File: config.mk
export PLATFORM = sky130hd
export DESIGN_NAME = sfpi_core
export DESIGN_NICKNAME = d
export VERILOG_FILES = /design/src/rtl/sfpi_pkg.sv /design/src/rtl/sfpi_core.sv /design/src/rtl/sfpi_sync.sv
export VERILOG_INCLUDE_DIRS = /design/src /design/src/rtl
export SDC_FILE = /design/constraint.sdc
export NUM_CORES = 1
export LEC_CHECK = 0
export BUFFER_PORTS_ARGS = -buffer_cell sky130_fd_sc_hd__buf_4
export CAP_MARGIN = 40
export CORE_MARGIN = 2
export CORE_UTILIZATION = 40
export CTS_CLUSTER_DIAMETER = 200
export DETAILED_ROUTE_END_ITERATION = 16
export PLACE_DENSITY = 0.7
export SLEW_MARGIN = 20
export SYNTH_ARGS = -nofsm -noshare
export SYNTH_HDL_FRONTEND = slang
export SYNTH_SLANG_ARGS = --single-unit
File: constraint.sdc
create_clock -name clock -period 1.7 [get_ports clock]
set_input_delay 0.085 -clock clock [delete_from_list [all_inputs] [get_ports clock]]
set_output_delay 0.085 -clock clock [all_outputs]
set_load 0.02 [all_outputs]
File: src/rtl/sfpi_defs.svh
// Constants for the serial flash pin interface.
`ifndef SFPI_DEFS_SVH
`define SFPI_DEFS_SVH
`define SFPI_BYTE_BITS 4'h8
`define SFPI_ADDR_W 19
`define SFPI_CS_RST 1'b0
`define SFPI_HOLD_RST 1'b1
`define SFPI_WP_RST 1'b1
`define SFPI_SCK_RST 1'b0
`define SFPI_PROT_BASE1 19'h7c000
`define SFPI_PROT_BASE2 19'h78000
`define SFPI_PROT_BASE3 19'h70000
`define SFPI_PROT_BASE4 19'h60000
`define SFPI_PROT_BASE5 19'h40000
`define SFPI_PROT_ALL 19'h00000
`endif

File: src/rtl/sfpi_pkg.sv
// Types for the serial flash pin interface.
package sfpi_pkg;
    typedef enum logic [2:0] {
        SFPI_IDLE = 3'b001,
        SFPI_SEL = 3'b010,
        SFPI_HOLD = 3'b100
    } sfpi_state_e;
    typedef logic [7:0] sfpi_byte_t;
    typedef logic [2:0] sfpi_bp_t;
    typedef logic [18:0] sfpi_addr_t;
endpackage

File: src/rtl/sfpi_core.sv
// Pin-level serial interface of a small serial flash device.
`timescale 1ns/100ps
`include "sfpi_defs.svh"
module sfpi_core (
    input wire logic clock, // 50 MHz system clock.
    input wire logic rst, // Asynchronous reset, active high.
    input wire logic cs_n, // Chip select pin, active low.
    input wire logic sck, // Serial clock pin.
    input wire logic si, // Serial data-in pin.
    input wire logic hold_n, // Hold pin, active low.
    input wire logic wp_n, // Write protect pin, active low.
    output logic so, // Serial data-out value.
    output logic so_oe, // Data-out drive enable, high while driving.
    input wire sfpi_pkg::sfpi_byte_t tx_data, // Next byte to shift out.
    output sfpi_pkg::sfpi_byte_t rx_byte, // Last received byte.
    output logic rx_valid, // Pulse: rx_byte is new.
    output logic rx_first, // rx_byte is the command byte of the frame.
    output logic frame_end, // Pulse: chip select went high.
    output logic frame_ok, // With frame_end: whole bytes were clocked.
    input wire logic wr_busy, // A program, erase or status write is running.
    output logic active, // Active power state, low in standby.
    input wire sfpi_pkg::sfpi_bp_t block_protect_field, // Protected area code.
    input wire logic wr_req, // Pulse: request to modify wr_addr.
    input wire sfpi_pkg::sfpi_addr_t wr_addr, // Address to be modified.
    output logic wr_go, // Pulse: modification allowed.
    output logic wr_blocked // Pulse: modification refused by protection.
);
    import sfpi_pkg::*;

    logic [4:0] pins_s;
    logic cs_s, sck_s, si_s, hold_s, wp_s;
    logic sck_prev_r, cs_prev_r;
    logic armed_r;
    logic [2:0] bit_cnt_r;
    logic byte_seen_r;
    logic first_r;
    sfpi_byte_t rx_sh_r, tx_sh_r;
    sfpi_state_e state_r;
    logic rise, fall, cs_fall, cs_rise, run;
    logic prot_hit;

    ////////////////////////////////////////////////////////////////////////
    // Every pin is asynchronous to clock; the serial clock at 160 ns gives
    // eight system cycles per period, enough for synchronised edge finding.
    // Select history resets low, so a select pin held low through reset shows
    // no falling edge; only a real high-to-low transition can arm the device.
    sfpi_sync #(
        .W(5),
        .RST_VAL({`SFPI_CS_RST, `SFPI_SCK_RST, 1'b0, `SFPI_HOLD_RST, `SFPI_WP_RST})
    ) u_sync (
        .clock(clock),
        .rst(rst),
        .d({cs_n, sck, si, hold_n, wp_n}),
        .q(pins_s)
    );
    assign {cs_s, sck_s, si_s, hold_s, wp_s} = pins_s;

    // Edge history of the synchronised clock and select.
    always_ff @(posedge clock or posedge rst) begin
        if (rst) begin
            sck_prev_r <= `SFPI_SCK_RST;
            cs_prev_r <= `SFPI_CS_RST;
        end else begin
            sck_prev_r <= sck_s;
            cs_prev_r <= cs_s;
        end
    end

    // Edges of the serial clock count only while selected and not held.
    assign cs_fall = cs_prev_r && !cs_s;
    assign cs_rise = !cs_prev_r && cs_s;
    assign run = (state_r == SFPI_SEL) && hold_s && !cs_s && armed_r;
    assign rise = run && !sck_prev_r && sck_s;
    assign fall = run && sck_prev_r && !sck_s;

    ////////////////////////////////////////////////////////////////////////
    // Nothing is accepted until a select falling edge is seen after reset,
    // so a select already low at power-up is not mistaken for a frame.
    always_ff @(posedge clock or posedge rst) begin
        if (rst) begin
            armed_r <= 1'b0;
        end else if (cs_fall) begin
            armed_r <= 1'b1;
        end
    end

    // Select and hold states; hold is honoured only while selected.
    always_ff @(posedge clock or posedge rst) begin
        if (rst) begin
            state_r <= SFPI_IDLE;
        end else begin
            unique case (state_r)
                SFPI_IDLE: begin
                    if (cs_fall && hold_s) begin
                        state_r <= SFPI_SEL;
                    end
                end
                SFPI_SEL: begin
                    if (cs_s) begin
                        state_r <= SFPI_IDLE;
                    end else if (!hold_s) begin
                        state_r <= SFPI_HOLD;
                    end
                end
                SFPI_HOLD: begin
                    if (cs_s) begin
                        state_r <= SFPI_IDLE;
                    end else if (hold_s) begin
                        state_r <= SFPI_SEL;
                    end
                end
            endcase
        end
    end

    ////////////////////////////////////////////////////////////////////////
    // Bit counter and receive shifter; hold freezes both, so the transfer
    // picks up at the same bit, and deselect clears the count.
    always_ff @(posedge clock or posedge rst) begin
        if (rst) begin
            bit_cnt_r <= 3'h0;
            rx_sh_r <= 8'h00;
            byte_seen_r <= 1'b0;
        end else if (cs_s) begin
            bit_cnt_r <= 3'h0;
            byte_seen_r <= 1'b0;
        end else if (rise) begin
            bit_cnt_r <= bit_cnt_r + 3'h1;
            rx_sh_r <= {rx_sh_r[6:0], si_s};
            if (bit_cnt_r == 3'h7) begin
                byte_seen_r <= 1'b1;
            end
        end
    end

    // Completed bytes are handed on; the first of each frame is marked.
    always_ff @(posedge clock or posedge rst) begin
        if (rst) begin
            rx_byte <= 8'h00;
            rx_valid <= 1'b0;
            rx_first <= 1'b0;
            first_r <= 1'b1;
        end else begin
            rx_valid <= 1'b0;
            if (cs_s) begin
                first_r <= 1'b1;
            end else if (rise && bit_cnt_r == 3'h7) begin
                rx_byte <= {rx_sh_r[6:0], si_s};
                rx_valid <= 1'b1;
                rx_first <= first_r;
                first_r <= 1'b0;
            end
        end
    end

    ////////////////////////////////////////////////////////////////////////
    // Output shifter: a new byte is taken at each byte boundary except the start of a mode 0 frame, so data
    // out is always byte aligned; the bit changes only after a falling edge.
    always_ff @(posedge clock or posedge rst) begin
        if (rst) begin
            tx_sh_r <= 8'h00;
            so <= 1'b0;
        end else if (fall) begin
            if (bit_cnt_r == 3'h0) begin
                so <= tx_data[7];
                tx_sh_r <= {tx_data[6:0], 1'b0};
            end else begin
                so <= tx_sh_r[7];
                tx_sh_r <= {tx_sh_r[6:0], 1'b0};
            end
        end
    end

    // Data-out is driven only while selected and not held.
    always_ff @(posedge clock or posedge rst) begin
        if (rst) begin
            so_oe <= 1'b0;
        end else begin
            so_oe <= !cs_s && hold_s && armed_r && (state_r != SFPI_IDLE);
        end
    end

    ////////////////////////////////////////////////////////////////////////
    // Frame end report: writes may execute only on a whole-byte frame.
    always_ff @(posedge clock or posedge rst) begin
        if (rst) begin
            frame_end <= 1'b0;
            frame_ok <= 1'b0;
        end else begin
            frame_end <= cs_rise && armed_r;
            frame_ok <= cs_rise && armed_r && byte_seen_r && (bit_cnt_r == 3'h0);
        end
    end

    // Power state: a running write keeps the part active after deselect.
    always_ff @(posedge clock or posedge rst) begin
        if (rst) begin
            active <= 1'b0;
        end else begin
            active <= !cs_s || wr_busy;
        end
    end

    ////////////////////////////////////////////////////////////////////////
    // Protected area: always the top of the array, sized by the field.
    always_comb begin
        unique case (block_protect_field)
            3'h0: prot_hit = 1'b0;
            3'h1: prot_hit = wr_addr >= `SFPI_PROT_BASE1;
            3'h2: prot_hit = wr_addr >= `SFPI_PROT_BASE2;
            3'h3: prot_hit = wr_addr >= `SFPI_PROT_BASE3;
            3'h4: prot_hit = wr_addr >= `SFPI_PROT_BASE4;
            3'h5: prot_hit = wr_addr >= `SFPI_PROT_BASE5;
            default: prot_hit = wr_addr >= `SFPI_PROT_ALL;
        endcase
    end

    // Protection grants or refuses each modify request one cycle later.
    always_ff @(posedge clock or posedge rst) begin
        if (rst) begin
            wr_go <= 1'b0;
            wr_blocked <= 1'b0;
        end else begin
            wr_go <= wr_req && !(prot_hit && !wp_s);
            wr_blocked <= wr_req && prot_hit && !wp_s;
        end
    end

    ////////////////////////////////////////////////////////////////////////
    // Checks.
    AST_NO_DRIVE_DESEL: assert property (@(posedge clock) disable iff (rst)
        cs_s |=> !so_oe) else $error("data-out driven while deselected");
    AST_HOLD_FLOAT: assert property (@(posedge clock) disable iff (rst)
        !hold_s |=> !so_oe) else $error("data-out driven during hold");
    AST_HOLD_FREEZE: assert property (@(posedge clock) disable iff (rst)
        (!hold_s && !cs_s) |=> $stable(bit_cnt_r)) else $error("count moved in hold");
    AST_NOT_ARMED: assert property (@(posedge clock) disable iff (rst)
        !armed_r |-> !rise && !fall) else $error("edge used before arming");
    AST_CNT_CLEAR: assert property (@(posedge clock) disable iff (rst)
        cs_s |=> bit_cnt_r == 3'h0) else $error("count not cleared");
    AST_BYTE_DONE: assert property (@(posedge clock) disable iff (rst)
        (rise && bit_cnt_r == 3'h7) |=> rx_valid && rx_byte[0] == $past(si_s))
        else $error("byte not delivered");
    AST_FRAME_OK: assert property (@(posedge clock) disable iff (rst)
        frame_ok |-> frame_end && $past(bit_cnt_r) == 3'h0) else $error("bad frame ok");
    AST_ACTIVE: assert property (@(posedge clock) disable iff (rst)
        (!cs_s || wr_busy) |=> active) else $error("standby while busy");
    AST_PROTECT: assert property (@(posedge clock) disable iff (rst)
        (wr_req && prot_hit && !wp_s) |=> wr_blocked && !wr_go)
        else $error("protected write allowed");
    AST_SO_FALL: assert property (@(posedge clock) disable iff (rst)
        !fall |=> $stable(so)) else $error("data-out changed off a falling edge");
    COV_BYTE: cover property (@(posedge clock) disable iff (rst) rx_valid && rx_first);
    COV_HOLD: cover property (@(posedge clock) disable iff (rst)
        state_r == SFPI_HOLD ##1 state_r == SFPI_SEL);
    COV_BLOCK: cover property (@(posedge clock) disable iff (rst) wr_blocked);
    COV_OK: cover property (@(posedge clock) disable iff (rst) frame_ok);
endmodule // sfpi_core

File: src/rtl/sfpi_sync.sv
// Two-stage synchroniser, one lane per bit.
`timescale 1ns/100ps
module sfpi_sync #(
    parameter int W = 1,
    parameter logic [W-1:0] RST_VAL = '0
) (
    input wire logic clock, // System clock.
    input wire logic rst, // Asynchronous reset.
    input wire logic [W-1:0] d, // Asynchronous inputs.
    output logic [W-1:0] q // Synchronised outputs.
);
    genvar i;
    ////////////////////////////////////////////////////////////////////////
    // The first stage feeds only the second stage of the same lane.
    generate
        for (i = 0; i < W; i++) begin : g_lane
            logic meta_r;
            always_ff @(posedge clock or posedge rst) begin
                if (rst) begin
                    meta_r <= RST_VAL[i];
                    q[i] <= RST_VAL[i];
                end else begin
                    meta_r <= d[i];
                    q[i] <= meta_r;
                end
            end
        end
    endgenerate
endmodule // sfpi_sync

==> flow_summary.ini <==
[floorplan]
vertical_die_dimension_microns = 76.88
die_area_sq_um = 5911
initial_core_util = 0.4160
die_x_microns = 76.88
rows = 26
core_region_area_sq_um = 5107
io_pins = 56

[worst_setup_path]
critical_path_arrival_ps = 1970
cp_max_fo = 9
worst-endpoint-required_ps = 1890
timing.critical_path.to_type = flip-flop
timing_worst_setup_path_type = reg -> reg
crit_path_start_kind = flip-flop

[cts]
tritoncts = built
clock_latency_ps = 300
clock_sink_count = 52
clock_tree.root_cell = sky130_fd_sc_hd__clkbuf_8
clock_tree.htree_level_count = 2
clk_path_buf_depth = 2
numCtsBuffers = 5
clk_transition_reported_paths_ps = 90

[sta]
hold_viol = 0
fin_worst_skew_ps = 6.194
tightest_slew_ps = 314.5
final_max_slew_viol_count = 0
worst_hold_slack_ps = 33.11
final-setup-viol-count = 13
achievable-frequency_ghz = 0.5608
final.setup.worst_slack_ps = -83.27
final.min_clock_period_ps = 1783
timing.max_slew.rel_slack = 0.7877
totalNegativeSetupSlack_ps = -820.9
timing.final.crit_share = 1.049
grt_setup_unrepaired = true

[cells_and_area]
antennaDiodeCount = 0
area_growth_pct = 37.99
final_net_count = 260
layout-drive-gt1-share = 0.5160

[routing]
remaining_drc_errors = 0
viasPerCell = 4.692
firstDrtPassIters = 4
met2_wirelength_from_detailed_routing_mm = 1.694
highest_layer = met4
wl_met1_mm = 1.609
vias_post_dr = 1356
met3WireLength_microns = 250
drt.antenna.violating_nets = 0
routed_wl_mm = 3.601
dr.first_iter.drc_count = 54
wire_per_inst_microns = 12.46

[power]
power_leakage_nw = 1.477
post-layout-total-power_w = 0.003298
vdd_drop_max_v = 0.0006464
power-per-cell-area_nw_per_um2 = 1125

[job]
max-cap-violations = 0

[synthesis]
synth-seq-area-share = 0.6160
synth_top_area_cell = sky130_fd_sc_hd__dfrtp_1
synth-warning-count = 0
compound_gate_portion_of_the_synthesized_area = 0.04653
adder_cell_share_of_the_synthesized_area = 0.01767
syn-num-nets = 189
syn-cell-area_sq_um = 2125
synth_top_area_share = 0.5418
yosys.area_share.simple = 0.08481
synth.ff_latch_count = 52
synth_cell_types = 36
muxShareOfSynthArea = 0.1949
synth.avg_cell_area_sq_um = 14.45
top_cells_by_area_in_the_synthesized_netlist = sky130_fd_sc_hd__dfrtp_1 54%, sky130_fd_sc_hd__mux2_2 12%, sky130_fd_sc_hd__dfstp_2 7.4%, sky130_fd_sc_hd__mux2_4 6.4%, sky130_fd_sc_hd__ha_1 1.8%
synthCells = 147
dominant_combinational_cell_family_by_area_after_synthesis = multiplexers
yosys.area_share.xor_xnor = 0.008245

[placement]
placement.io_buffers = 41
dp_slack_ps = -79.05
half_perimeter_wire_length_of_the_detailed_placement_result_mm = 2.454
placer_s_final_routability_congestion_estimate = 0.7396

[outcome]
outcome = complete, but fails checks
violated_checks = negative setup slack

[global_route]
antenna_found_initial = 0
grtUsageTotal = 0.1300
grt_first_pass_wirelength_mm = 6.065
grt_pass1_vias = 1313
grt_overflow = 0
grt_start_max_net_pins = 53

[hold_path]
worst_min_path_class = in -> reg
## path summary, 6_finish.rpt
| check | start | end | slack [ps] | cells past startpoint |
|---|---|---|---|---|
| worst max-delay path | bit_cnt_r[0]$_DFFE_PP0P_ | rx_byte[3]$_DFFE_PP0P_ | -80 | 5 |
| worst min-delay path | tx_data[0] | tx_sh_r[1]$_DFFE_PP0P_ | 30 | 3 |
| worst max register to register | bit_cnt_r[0]$_DFFE_PP0P_ | rx_byte[3]$_DFFE_PP0P_ | -80 | 5 |
| worst min register to register | u_sync.g_lane[2].meta_r$_DFF_PP0_ | u_sync.q[2]$_DFF_PP0_ | 350 | 0 |
| max in group asynchronous | rst | u_sync.q[0]$_DFF_PP1_ | 1020 | 4 |
| min in group asynchronous | rst | rx_byte[6]$_DFFE_PP0P_ | 390 | 4 |
## synthesized netlist by cell type (all sizes together)
cell      n
mux2i     2
or4       1
buf       2
and2      1
nand3b    1
clkbuf    2
or2b      1
a2bb2oi   2
nor4      3
dfrtp    46
a21boi    1
o311ai    1
nor3      2
nand2     5
o21ai     2
o2111a    1
xnor2     1
nor2b     3
o22a      1
inv      10
xor2      1
and3      1
nor2      6
dfstp     6
mux2     32
or3b      1
a21o      2
a21oi     1
o22ai     1
nand2b    3
ha        3
o211ai    1
nand3     1
## state kept, by name, indices dropped and copies added (netlist names), 3 cells and up
name / count
tx_sh_r: 7
bit_cnt_r: 3
state_r: 3
rx_byte: 8
rx_sh_r: 7
u_sync.g_lane.meta_r: 5
u_sync.q: 5
## repair_timing
action                     4_1_cts  5_1_grt
setup endpoints to repair       16       26
pin swaps                        0        0
setup buffers                    2        1
hold buffers                     7        0
hold endpoints to repair        52        0
gates resized for setup          1        4
## metal layers
metal / global-route usage / vias to the layer above
met1: 0.1620 / 658
met3: 0.04353 / 6
met2: 0.2149 / 46
met4: 0.03818 / 0
li1: - / 646
met5: 0 / -
## metrics by stage
stage,utilization,instance area [sq um],std cells
global placement,0.5218,2665,271
detailed placement,0.5218,2665,271
finish,0.5740,2932,289
global route,0.5740,2932,289
floorplan,-,2147,147
CTS,0.5703,2913,288
## layout by cell type (no fill, tap or decap), drive strengths merged
master       Yosys  final
a21boi           1      1
a21o             2      2
a21oi            1      1
a2bb2oi          2      2
and2             1      1
and3             1      1
buf              2     61
bufinv           0      3
clkbuf           2      5
dfrtp           46     46
dfstp            6      6
dlygate4sd3      0      7
ha               3      3
inv             10     10
mux2            32     32
mux2i            2      2
nand2            5      5
nand2b           3      3
nand3            1      1
nand3b           1      1
nor2             6      6
nor2b            3      3
nor3             2      2
nor4             3      3
o2111a           1      1
o211ai           1      1
o21ai            2      2
o22a             1      1
o22ai            1      1
o311ai           1      1
or2b             1      1
or3b             1      1
or4              1      1
xnor2            1      1
xor2             1      1
## cells by family (layout without fill, tap and decap cells)
logic type,after synthesis,in the layout
AO/OA/AOI/OAI,13,13
XOR/XNOR,2,2
adder cells (fa/ha/maj),3,3
buffers and inverters,14,86
flip-flops,52,52
multiplexers,34,34
AND/OR/NAND/NOR,29,29
## critical path: stages (launching register included)
cell                      delay [ps]
sky130_fd_sc_hd__dfrtp_1         360
sky130_fd_sc_hd__ha_1            150
sky130_fd_sc_hd__ha_1            130
sky130_fd_sc_hd__inv_1            50
sky130_fd_sc_hd__or4_4           650
sky130_fd_sc_hd__mux2_4          330
## report_power, final
part	total [W]	switching, W	leakage, nW	internal, W
logic	0.000677	0.000272	0.744	0.000405
registers	0.00151	0.0000916	0.655	0.00141
clock network	0.00112	0.000381	0.0784	0.000735
total	0.00330	0.000744	1.48	0.00255
## layout make-up
| class | instances | area [sq um] |
|---|---|---|
| multi-input combinational | 81 | 782.0 |
| inverter | 10 | 37.54 |
| timing repair buffer | 68 | 556.8 |
| fill | 434 | 2176 |
| tap | 70 | 87.58 |
| clock inverter | 3 | 90.09 |
| sequential | 52 | 1309 |
| clock buffer | 5 | 68.82 |
Power figures use the tool's default switching activity.
